==> src/hdl/blsa_map.svh <==
// constants for the byte logic, shift and bit datapath
// assumes the decoder drives one operation code per request
// Contract
// - AND destination with register or immediate
// - OR destination with register or immediate
// - XOR destination with register or immediate
// - NOT replaces destination with complement
// - arithmetic shifts move register one place
// - logical shifts fill vacated bit zero
// - rotates plain in byte, extended through carry
// - bit set forces selected bit one
// - bit number from immediate or register
// - bit clear forces selected bit zero
// - bit invert toggles selected bit
// - bit test loads zero with inverse
// - carry ANDed with selected bit
// - carry ANDed with inverted selected bit
// - carry ORed with selected bit
// - carry ORed with inverted selected bit
// - inverted carry forms take immediate only
`ifndef BLSA_MAP_SVH
`define BLSA_MAP_SVH
// ---------------------------------------------
// widths and reset values
// ---------------------------------------------
`define BLSA_BYTE_W 8
`define BLSA_BITNO_W 3
`define BLSA_RESULT_RST 8'h00
`define BLSA_SIGN_BIT 7
`endif

==> src/hdl/blsa_pkg.sv <==
// types for the byte logic, shift and bit datapath
// assumes nothing beyond the map header
package blsa_pkg;
   // operation codes presented by the decoder
   typedef enum logic [4:0] {
      BLSA_OP_NONE = 5'h00,
      BLSA_OP_AND = 5'h01,
      BLSA_OP_OR = 5'h02,
      BLSA_OP_XOR = 5'h03,
      BLSA_OP_NOT = 5'h04,
      BLSA_OP_ARITH_SHIFT_LEFT = 5'h05,
      BLSA_OP_ARITH_SHIFT_RIGHT = 5'h06,
      BLSA_OP_LOGIC_SHIFT_LEFT = 5'h07,
      BLSA_OP_LOGIC_SHIFT_RIGHT = 5'h08,
      BLSA_OP_ROTATE_LEFT = 5'h09,
      BLSA_OP_ROTATE_RIGHT = 5'h0a,
      BLSA_OP_ROTATE_LEFT_VIA_CARRY = 5'h0b,
      BLSA_OP_ROTATE_RIGHT_VIA_CARRY = 5'h0c,
      BLSA_OP_BIT_SET = 5'h0d,
      BLSA_OP_BIT_CLEAR = 5'h0e,
      BLSA_OP_BIT_INVERT = 5'h0f,
      BLSA_OP_BIT_TEST = 5'h10,
      BLSA_OP_CARRY_AND_BIT = 5'h11,
      BLSA_OP_CARRY_AND_INV_BIT = 5'h12,
      BLSA_OP_CARRY_OR_BIT = 5'h13,
      BLSA_OP_CARRY_OR_INV_BIT = 5'h14
   } blsa_op_e;
   // datapath states, one-hot
   typedef enum logic [1:0] {
      BLSA_ST_IDLE = 2'b01,
      BLSA_ST_DONE = 2'b10
   } blsa_state_e;
endpackage : blsa_pkg

==> src/hdl/blsa_alu.sv <==
// byte datapath: logic, shift, rotate and bit manipulation, one result per request
// assumes the decoder holds operands valid in the request cycle and a memory
// operand was already read into dst_byte; the caller writes back on wr_reg or wr_mem
`include "blsa_map.svh"
module blsa_alu (
   input wire logic clk_sys,
   input wire logic rst_n,
   input wire logic req,
   input wire blsa_pkg::blsa_op_e op,
   input wire logic [`BLSA_BYTE_W-1:0] dst_byte,
   input wire logic [`BLSA_BYTE_W-1:0] src_reg,
   input wire logic [`BLSA_BYTE_W-1:0] imm_byte,
   input wire logic use_imm,
   input wire logic bit_from_reg,
   input wire logic [`BLSA_BITNO_W-1:0] bit_imm,
   input wire logic target_mem,
   input wire logic carry_in,
   input wire logic zero_in,
   output logic done,
   output logic illegal,
   output logic [`BLSA_BYTE_W-1:0] result,
   output logic wr_reg,
   output logic wr_mem,
   output logic carry_out,
   output logic zero_out,
   output logic carry_we,
   output logic zero_we
);
   import blsa_pkg::*;

   // ---------------------------------------------
   // timing of one request
   // ---------------------------------------------
   // edge 0: req high, operands and op stand; the answer is computed in this cycle
   // edge 1: done pulses for one cycle with the write strobes of the operation
   // result, carry_out and zero_out stand until the next legal request replaces them
   // a refused request pulses done with illegal and leaves every held value alone
   // requests may follow every cycle; nothing is queued, so there is no back-pressure
   // limitation: a memory operand must already be read, the read half of the
   // read-modify-write sits with the caller

   // ---------------------------------------------
   // operand selection
   // ---------------------------------------------
   wire logic [`BLSA_BYTE_W-1:0] opnd_b; // second logic operand
   wire logic [`BLSA_BITNO_W-1:0] bit_no; // selected bit number
   wire logic [`BLSA_BYTE_W-1:0] bit_mask; // one-hot bit mask
   wire logic sel_bit; // value of selected bit
   wire logic inv_form; // inverted carry-combining forms
   wire logic bad_src; // register bit number on inverted form
   assign opnd_b = use_imm ? imm_byte : src_reg;
   assign bit_no = bit_from_reg ? src_reg[`BLSA_BITNO_W-1:0] : bit_imm;
   // one compare per bit: the mask is a plain decoder of the bit number
   for (genvar gi = 0; gi < `BLSA_BYTE_W; gi++) begin : g_mask
      assign bit_mask[gi] = (int'(bit_no) == gi);
   end
   assign sel_bit = dst_byte[bit_no];
   assign inv_form = (op == BLSA_OP_CARRY_AND_INV_BIT) || (op == BLSA_OP_CARRY_OR_INV_BIT);
   // register bit numbers are refused, not silently used, on the inverted forms
   assign bad_src = inv_form && bit_from_reg;

   // ---------------------------------------------
   // result calculation
   // ---------------------------------------------
   logic [`BLSA_BYTE_W-1:0] res_c; // byte result
   logic c_c; // new carry
   logic z_c; // new zero
   logic wb_c; // byte is written back
   logic cw_c; // carry written
   logic zw_c; // zero written
   always_comb begin
      res_c = dst_byte;
      c_c = carry_in;
      z_c = zero_in;
      wb_c = 1'b0;
      cw_c = 1'b0;
      zw_c = 1'b0;
      case (op)
         BLSA_OP_AND: begin
            res_c = dst_byte & opnd_b;
            wb_c = 1'b1;
         end
         BLSA_OP_OR: begin
            res_c = dst_byte | opnd_b;
            wb_c = 1'b1;
         end
         BLSA_OP_XOR: begin
            res_c = dst_byte ^ opnd_b;
            wb_c = 1'b1;
         end
         BLSA_OP_NOT: begin
            res_c = ~dst_byte;
            wb_c = 1'b1;
         end
         BLSA_OP_ARITH_SHIFT_LEFT: begin
            res_c = {dst_byte[6:0], 1'b0};
            c_c = dst_byte[`BLSA_SIGN_BIT];
            wb_c = 1'b1;
            cw_c = 1'b1;
         end
         BLSA_OP_ARITH_SHIFT_RIGHT: begin
            // sign bit is kept so signed values halve correctly
            res_c = {dst_byte[`BLSA_SIGN_BIT], dst_byte[7:1]};
            c_c = dst_byte[0];
            wb_c = 1'b1;
            cw_c = 1'b1;
         end
         BLSA_OP_LOGIC_SHIFT_LEFT: begin
            res_c = {dst_byte[6:0], 1'b0};
            c_c = dst_byte[7];
            wb_c = 1'b1;
            cw_c = 1'b1;
         end
         BLSA_OP_LOGIC_SHIFT_RIGHT: begin
            res_c = {1'b0, dst_byte[7:1]};
            c_c = dst_byte[0];
            wb_c = 1'b1;
            cw_c = 1'b1;
         end
         BLSA_OP_ROTATE_LEFT: begin
            res_c = {dst_byte[6:0], dst_byte[7]};
            c_c = dst_byte[7];
            wb_c = 1'b1;
            cw_c = 1'b1;
         end
         BLSA_OP_ROTATE_RIGHT: begin
            res_c = {dst_byte[0], dst_byte[7:1]};
            c_c = dst_byte[0];
            wb_c = 1'b1;
            cw_c = 1'b1;
         end
         BLSA_OP_ROTATE_LEFT_VIA_CARRY: begin
            // nine-bit loop: old carry enters bit 0
            res_c = {dst_byte[6:0], carry_in};
            c_c = dst_byte[7];
            wb_c = 1'b1;
            cw_c = 1'b1;
         end
         BLSA_OP_ROTATE_RIGHT_VIA_CARRY: begin
            res_c = {carry_in, dst_byte[7:1]};
            c_c = dst_byte[0];
            wb_c = 1'b1;
            cw_c = 1'b1;
         end
         BLSA_OP_BIT_SET: begin
            res_c = dst_byte | bit_mask;
            wb_c = 1'b1;
         end
         BLSA_OP_BIT_CLEAR: begin
            res_c = dst_byte & ~bit_mask;
            wb_c = 1'b1;
         end
         BLSA_OP_BIT_INVERT: begin
            res_c = dst_byte ^ bit_mask;
            wb_c = 1'b1;
         end
         BLSA_OP_BIT_TEST: begin
            z_c = ~sel_bit;
            zw_c = 1'b1;
         end
         BLSA_OP_CARRY_AND_BIT: begin
            c_c = carry_in & sel_bit;
            cw_c = 1'b1;
         end
         BLSA_OP_CARRY_AND_INV_BIT: begin
            c_c = carry_in & ~sel_bit;
            cw_c = 1'b1;
         end
         BLSA_OP_CARRY_OR_BIT: begin
            c_c = carry_in | sel_bit;
            cw_c = 1'b1;
         end
         BLSA_OP_CARRY_OR_INV_BIT: begin
            c_c = carry_in | ~sel_bit;
            cw_c = 1'b1;
         end
         default: begin
            res_c = dst_byte;
         end
      endcase
   end

   // ---------------------------------------------
   // acceptance
   // ---------------------------------------------
   wire logic take; // request accepted at this edge
   wire logic op_known; // code is anything but the none code
   wire logic ok; // request is legal and may write
   wire logic apply; // legal request: held values are replaced
   assign take = req;
   assign op_known = (op != BLSA_OP_NONE);
   // a none code is refused rather than ignored, so a decoder slip shows as illegal
   assign ok = !bad_src && op_known;
   assign apply = take && ok;

   // ---------------------------------------------
   // sequencing
   // ---------------------------------------------
   blsa_state_e state_r; // idle or answer presented
   blsa_state_e state_nxt; // state after the coming edge
   // the done state lasts one cycle, or follows itself while requests arrive back to back
   always_comb begin
      state_nxt = BLSA_ST_IDLE;
      case (state_r)
         BLSA_ST_IDLE: begin
            // a request turns into an answer one cycle later
            state_nxt = take ? BLSA_ST_DONE : BLSA_ST_IDLE;
         end
         BLSA_ST_DONE: begin
            // no recovery cycle: a new request may stand while the answer is shown
            state_nxt = take ? BLSA_ST_DONE : BLSA_ST_IDLE;
         end
         default: begin
            // a code that is not one-hot falls back to idle
            state_nxt = BLSA_ST_IDLE;
         end
      endcase
   end

   // state register; reset leaves no answer pending
   always_ff @(posedge clk_sys or negedge rst_n) begin
      if (!rst_n) begin
         state_r <= BLSA_ST_IDLE;
      end else begin
         state_r <= state_nxt;
      end
   end

   // ---------------------------------------------
   // held answer: result and flags
   // ---------------------------------------------
   logic [`BLSA_BYTE_W-1:0] result_r; // last legal byte result
   logic carry_r; // last legal carry value
   logic zero_r; // last legal zero value
   wire logic [`BLSA_BYTE_W-1:0] result_nxt; // byte after the coming edge
   wire logic carry_nxt; // carry after the coming edge
   wire logic zero_nxt; // zero after the coming edge
   // values are kept rather than cleared so the caller may write back late
   assign result_nxt = apply ? res_c : result_r;
   assign carry_nxt = apply ? c_c : carry_r;
   assign zero_nxt = apply ? z_c : zero_r;

   // held values change only on a legal request
   always_ff @(posedge clk_sys or negedge rst_n) begin
      if (!rst_n) begin
         result_r <= `BLSA_RESULT_RST;
         carry_r <= 1'b0;
         zero_r <= 1'b0;
      end else begin
         result_r <= result_nxt;
         carry_r <= carry_nxt;
         zero_r <= zero_nxt;
      end
   end

   // ---------------------------------------------
   // one-cycle strobes
   // ---------------------------------------------
   logic illegal_r; // refusal shown with done
   logic wr_reg_r; // register write-back
   logic wr_mem_r; // memory write-back
   logic carry_we_r; // carry flag update
   logic zero_we_r; // zero flag update
   wire logic illegal_nxt;
   wire logic wr_reg_nxt;
   wire logic wr_mem_nxt;
   wire logic carry_we_nxt;
   wire logic zero_we_nxt;
   // a refused request writes nothing at all
   assign illegal_nxt = take && !ok;
   // the byte goes to exactly one destination, never to both
   assign wr_reg_nxt = apply && wb_c && !target_mem;
   assign wr_mem_nxt = apply && wb_c && target_mem;
   // flag-only operations leave wb_c low, so they raise no byte strobe
   assign carry_we_nxt = apply && cw_c;
   assign zero_we_nxt = apply && zw_c;

   // strobes fall again after one cycle unless the next request raises them
   always_ff @(posedge clk_sys or negedge rst_n) begin
      if (!rst_n) begin
         illegal_r <= 1'b0;
         wr_reg_r <= 1'b0;
         wr_mem_r <= 1'b0;
         carry_we_r <= 1'b0;
         zero_we_r <= 1'b0;
      end else begin
         illegal_r <= illegal_nxt;
         wr_reg_r <= wr_reg_nxt;
         wr_mem_r <= wr_mem_nxt;
         carry_we_r <= carry_we_nxt;
         zero_we_r <= zero_we_nxt;
      end
   end

   // ---------------------------------------------
   // outputs
   // ---------------------------------------------
   // done is decoded from the state so it cannot disagree with the sequencing
   assign done = (state_r == BLSA_ST_DONE);
   assign illegal = illegal_r;
   assign wr_reg = wr_reg_r;
   assign wr_mem = wr_mem_r;
   assign carry_we = carry_we_r;
   assign zero_we = zero_we_r;
   // data outputs come straight from flip-flops
   assign result = result_r;
   assign carry_out = carry_r;
   assign zero_out = zero_r;
endmodule : blsa_alu

==> config.mk <==
export PLATFORM = sky130hd
export DESIGN_NAME = blsa_alu
export DESIGN_NICKNAME = d
export VERILOG_FILES = /design/src/hdl/blsa_pkg.sv /design/src/hdl/blsa_alu.sv
export VERILOG_INCLUDE_DIRS = /design/src /design/src/hdl
export SDC_FILE = /design/constraint.sdc
export NUM_CORES = 1
export LEC_CHECK = 0
export ABC_AREA = 0
export BUFFER_PORTS_ARGS = -buffer_cell sky130_fd_sc_hd__buf_4
export CAP_MARGIN = 10
export CORE_AREA = 2 2 68 70
export CTS_CLUSTER_SIZE = 24
export DETAILED_ROUTE_END_ITERATION = 10
export DIE_AREA = 0 0 70 72
export MAX_ROUTING_LAYER = met4
export PLACE_DENSITY_LB_ADDON = 0.08
export SLEW_MARGIN = 10
export SYNTH_ARGS = -nofsm -noshare
export SYNTH_HDL_FRONTEND = slang
export SYNTH_SLANG_ARGS = --single-unit
==> constraint.sdc <==
create_clock -name clk_sys -period 1 [get_ports clk_sys]
set_input_delay 0.2 -clock clk_sys [delete_from_list [all_inputs] [get_ports clk_sys]]
set_output_delay 0.2 -clock clk_sys [all_outputs]
set_load 0.01 [all_outputs]
# ---- Word level (Yosys, flattened, before mapping)
# Index checks and enable logic that the tools add are counted.
dict set report op_classes {
  n_addsub 0
  multipliers 0
  n_div 0
  order_cmp 1
  n_eq_ne 29
  n_shift 0
  mux 12
  bitwise_logic 13
  n_reduce_logical 21
}
# op count
set op_table {}
lappend op_table {{8-bit case mux with 14 select lines} 1}
lappend op_table {{5-bit by 4-bit equality test with 1-bit output, second input constant} 8}
lappend op_table {{5-bit equality test, second input constant} 5}
lappend op_table {{5-bit by 3-bit equality test with 1-bit output, second input constant} 4}
lappend op_table {{8-bit bitwise AND} 2}
lappend op_table {{8-bit inverter} 2}
lappend op_table {{8-bit OR} 2}
lappend op_table {{8-bit bitwise XOR} 2}
lappend op_table {{15-bit OR reduction} 1}
lappend op_table {{3-bit equality test, second input constant} 4}
lappend op_table {{12-bit OR reduction} 1}
lappend op_table {{5-bit by 2-bit equality test with 1-bit output, second input constant} 2}
lappend op_table {{1-bit logical AND} 9}
lappend op_table {{8-bit 2-to-1 mux} 1}
lappend op_table {{4-bit OR reduction} 2}
lappend op_table {{3-bit by 2-bit equality test with 1-bit output, second input constant} 2}
lappend op_table {{1-bit case mux with 6 select lines} 1}
lappend op_table {{5-bit by 1-bit equality test with 1-bit output, second input constant} 1}
lappend op_table {{1-bit 2-to-1 mux} 5}
lappend op_table {{5-bit nonzero test} 1}
lappend op_table {{3-bit by 4-bit < comparator with 1-bit output, second input constant} 1}
lappend op_table {{2-bit 2-to-1 mux} 2}
lappend op_table {{2-bit OR reduction} 2}
lappend op_table {{1-bit binary-select mux with 3-bit select} 1}
lappend op_table {{10 further kinds} 14}
dict set report totals {
  regBits 17
  latch_bits 0
  mem_bits_rw 0
  mem_bits_ro 0
  input_bits 40
  output_inout_bits 16
  elab_cells 85
  mem_count 0
}

# ---- Logic depth before layout (Yosys ltp)
dict set report logic_depth {
  ltp_word 8
  ltp_mapped 8
  ltp_nobuf 6
}

# ---- Least setup slack after synthesis
# Ideal clock, no wire load.
dict set report synth_timing {
  path_type {input-to-reg}
  from {input op[2]}
  to {register result_r[4] (netlist: result[4])}
  setup_ns 0.139
  arrival_ns 1.432
  required_time_ns 0.861
  setup_slack_ns -0.572
  stages 8
  n_path_buf 2
  path_cell_list {buf_4 buf_4 nor2b_1 nand3b_2 o221ai_1 a221o_1 a221oi_1 o21ai_1}
}
dict set report synth_between {
  elab_chain_len 6
  word_cells_on_any_way 25
  classes_between {eq/ne: 17; mux: 1; reduce/logical: 7}
}
# element line
set synth_lines {}
lappend synth_lines {{from (decl)} blsa_alu.sv:9} ;# input wire blsa_pkg::blsa_op_e op,
lappend synth_lines {{branches (longest 6 deep; another with 8-bit case mux with 14 select lines)} n/a}
lappend synth_lines {{to (signal assigned)} blsa_alu.sv:246} ;# result_r <= `BLSA_RESULT_RST;
lappend synth_lines {{to (signal assigned)} blsa_alu.sv:250} ;# result_r <= result_nxt;
lappend synth_lines {{to (decl)} blsa_alu.sv:232} ;# logic [`BLSA_BYTE_W-1:0] result_r;
# Parallel ways; which one is timed is not known.
# A chain may end at the register's enable or synchronous reset.

# ---- Worst setup path after layout
dict set report layout_timing {
  from {input src_reg[1]}
  to {register carry_r (netlist: carry_out)}
}
dict set report layout_between {
  elab_chain_len 6
  word_cells_on_any_way 9
  classes_between {mux: 4; bitwise: 5}
}
# element line
set layout_lines {}
lappend layout_lines {{from (decl)} blsa_alu.sv:11} ;# input wire logic [`BLSA_BYTE_W-1:0] src_reg,
lappend layout_lines {{3-bit 2-to-1 mux *} blsa_alu.sv:52} ;# assign bit_no = bit_from_reg ? src_reg[`BLSA_BITNO_W-1:0] : bit_imm;
lappend layout_lines {{1-bit binary-select mux with 3-bit select *} blsa_alu.sv:57} ;# assign sel_bit = dst_byte[bit_no];
lappend layout_lines {{1-bit 2-to-1 mux (implied by the code) *} blsa_alu.sv:57}
lappend layout_lines {{1-bit inverter} {blsa_alu.sv:166, blsa_alu.sv:174}}
lappend layout_lines {{1-bit OR / 1-bit bitwise AND (equally long branches)} {blsa_alu.sv:174, blsa_alu.sv:166}}
lappend layout_lines {{1-bit case mux with 6 select lines *} blsa_alu.sv:78} ;# case (op)
lappend layout_lines {{to (signal assigned)} blsa_alu.sv:251} ;# carry_r <= carry_nxt;
lappend layout_lines {{to (decl)} blsa_alu.sv:233} ;# logic carry_r;
# Every way passes the cells marked *; elsewhere a longest branch is shown, timed or not. The select of a mux whose other input is x is not followed.

==> flow_summary.yaml <==
yosys:
  synth_edf_count: 0
  synth_seq_area_share_pct: 21.3
  synth_instances: 240
  synth-main-ff-cell: "sky130_fd_sc_hd__dfrtp_1"
  synth_seq_cells: 17
  async_reset_ff_share_pct: 100
  syn-mean-instance-area_um2: 8.33
  yosysUniqueCellTypes: 63
  syn-cell-area_um2: 2000
  synth-warning-count: 0
  synthesis.nets: 281
worst_hold_path:
  hold_class: "in -> reg"
  hold_path_depth: 2
  hold_path_startpoint: "target_mem"
  holdPathEnd: "wr_reg"
place:
  buffer_ports.inserted: 55
  place.gp.congestion: 0.978
  dpl.hpwl_mm: 5.41
  pre_cts_slack_ns: -0.840
job:
  cap_viol_max_count: 0
routing:
  postRouteAntennaNets: 0
  detail_route.wl_per_cell_um: 20.0
  vias: 2649
  avgViaCountPerCell: 6.23
  drt_wl_total_mm: 8.49
  detailedRoute.firstIterationViolations: 149
  drt_drc_violations_left: 0
  drt-pass1-iter-count: 5
power_and_ir_drop:
  power.static_leakage_nw: 1.68
  p_per_area_nw_per_um2: 872
  ir_drop_uv: 502
timing:
  setup_ws_ns: -0.397
  timing_max_transition_violations_final: 0
  maxClockFrequency_mhz: 716
  maxSlewHeadroom_pct: 74.2
  final.min_clock_period_ns: 1.40
  finalSetupViolCount: 17
  slew_at_the_pin_closest_to_its_max_slew_limit_ns: 0.384
  unrepaired_setup_endpoints_after_global_routing: "yes"
  finalHoldViolCount: 0
  totalNegativeSetupSlack_ns: -4.74
  post-route-period-util_pct: 140
  finClkSkew_ns: 0.000160
critical_path:
  slowest_delay_ns: 0.32
  worstPathCellList: "buf_4 -> and3b_1 -> nor2_2 -> o221ai_1 -> o22a_2 -> mux2i_1 -> o22ai_1"
  r2r_slack_ns: -0.01
  cp-end-kind: "flop"
  slowest_stage: "sky130_fd_sc_hd__o22a_2"
  worst_r2r_path_depth: 4
  startpoint_type: "primary input"
  timing.rr.start: "state_r[0]"
  crit-reg2reg-capture: "state_r[0]"
  cp_max_fo: 7
  timing.critical_path.arrival_ns: 1.54
  crit_type: "in -> reg"
  critical_path_required_ns: 1.14
outcome:
  run_status: "complete, but fails checks"
  failed_checks: "setup timing"
clock_tree:
  numCtsBuffers: 3
  tritoncts: "yes"
  cts_htree_levels: 1
  clock_path_buffers: 2
  clk_lat_worst_skew_ns: 0.26
  clkSinkCount: 17
  clk_pin_slew_worst_paths_ns: 0.07
  ctsRootBufferMaster: "sky130_fd_sc_hd__clkbuf_8"
die:
  die_x_um: 70
  dieHeight_um: 72
  initial_utilization_pct: 46.9
  die_area_um2: 5040
  placement_rows: 24
  boundary_pin_count: 56
  core_um2: 4260
global_route:
  global_route_wire_length_before_repair_mm: 11.9
  first_global_vias: 2397
  antenna_found_initial: 0
  globalRouteTotalUtil_pct: 30.2
  grt_overflow: 0
  grt_start_max_net_pins: 18
finish:
  num-nets-final: 415
  post_route_cells_drive_above_1_share_pct: 60.9
  syn2layout_area_growth_pct: 82.4
  multi_input_comb_area_um2: 1820
  mostFrequentLayoutCells: "117 x sky130_fd_sc_hd__buf_4, 19 x sky130_fd_sc_hd__buf_6, 18 x sky130_fd_sc_hd__mux2i_1"
  fill_cells: 246
  antennaDiodeCount: 0
  seqCellArea_um2: 427
  max_ffs_per_register: 8
  mostFrequentLayoutCell: "sky130_fd_sc_hd__buf_4"
==> cell families (layout without fill, tap and decap cells) <==
| kind of cell | after synthesis | in the layout | synth area share [%] |
|---|---|---|---|
| muxes | 24 | 24 | 12.3 |
| adders and majority gates | 1 | 1 | 0.626 |
| and+or+nand+nor | 89 | 91 | 25.3 |
| DFF | 17 | 17 | 21.3 |
| AOI/OAI and AO/OA | 71 | 71 | 27.7 |
| xor gates and xnor gates | 12 | 12 | 5.63 |
| buffers and inverters | 26 | 157 | 7.20 |
==> routing by layer <==
metal  part of all wire [%]  vias to the layer above  global-route usage (%)
met5                      0                        -                       -
met4                    2.9                        0                    12.0
met3                    7.4                       26                    4.17
met2                     49                      154                    48.8
met1                     41                     1274                    38.6
li1                       -                     1195                       -
==> through the flow <==
step / total power (W) / area [um2] / instances / hold WS, ns / util (%)
floorplan: 0.00155 / 2130 / 240 / -0.0956 / -
global route: 0.00331 / 3650 / 425 / 0.136 / 85.5
finish: 0.00318 / 3650 / 425 / 0.138 / 85.5
detailed placement: 0.00214 / 2970 / 395 / 0.0728 / 69.6
CTS: 0.00287 / 3370 / 413 / 0.102 / 79.1
global placement: 0.00212 / 2970 / 395 / 0.0692 / 69.6
==> critical path: cells and delay by family <==
kind            cells  cell delay (ns)
simple gates        2             0.42
compound gates      3             0.57
buf+inv             1             0.14
mux                 1             0.21
==> how the worst max path moves through the flow <==
| stage | cells past startpoint | slack [ns] | from | end |
|---|---|---|---|---|
| floorplan | 7 | -0.52 | bit_from_reg | result[5] |
| global placement | 7 | -0.79 | bit_from_reg | carry_out |
| detailed placement | 7 | -0.84 | bit_from_reg | carry_out |
| CTS | 7 | -0.36 | op[0] | carry_out |
| global route | 7 | -0.49 | bit_from_reg | result[6] |
| finish | 7 | -0.40 | src_reg[1] | carry_out |
==> final cells by class <==
cell class,instances,share of cell area [%]
timing repair buffer,147,34.6
sequential,17,11.7
inverter,6,0.617
multi-input combinational,199,50.0
clock inverter,1,0.137
clock buffer,3,1.13
tap,52,1.78
==> Yosys cell counts (7+ instances only) <==
master	count	area [um2]
sky130_fd_sc_hd__buf_2	7	35.0
sky130_fd_sc_hd__dfrtp_1	16	400
sky130_fd_sc_hd__mux2i_1	22	220
sky130_fd_sc_hd__nand2_1	15	56.3
sky130_fd_sc_hd__nand3_1	9	45.0
sky130_fd_sc_hd__nor2_1	23	86.3
sky130_fd_sc_hd__o21ai_0	10	50.1
sky130_fd_sc_hd__o21ai_1	8	40.0
sky130_fd_sc_hd__o221ai_1	15	131
sky130_fd_sc_hd__xor2_1	7	61.3
==> report_power, final <==
part	total, W	leakage [nW]	internal [W]	switching [W]
Clock	0.000517	0.0255	0.000277	0.000240
Sequential	0.000869	0.209	0.000803	0.0000659
Combinational	0.00179	1.44	0.000947	0.000846
Total	0.00318	1.68	0.00203	0.00115
==> timing repair <==
item / 4_1_cts / 5_1_grt
setup buffers: 12 / 11
pin swaps: 23 / 14
endpoints found under the hold margin: 16 / 0
hold buffers: 1 / 0
endpoints found under the setup margin: 19 / 24
gates resized for setup: 67 / 40
gates cloned: 2 / 1
No activity file was read; power rests on OpenSTA's default activity.
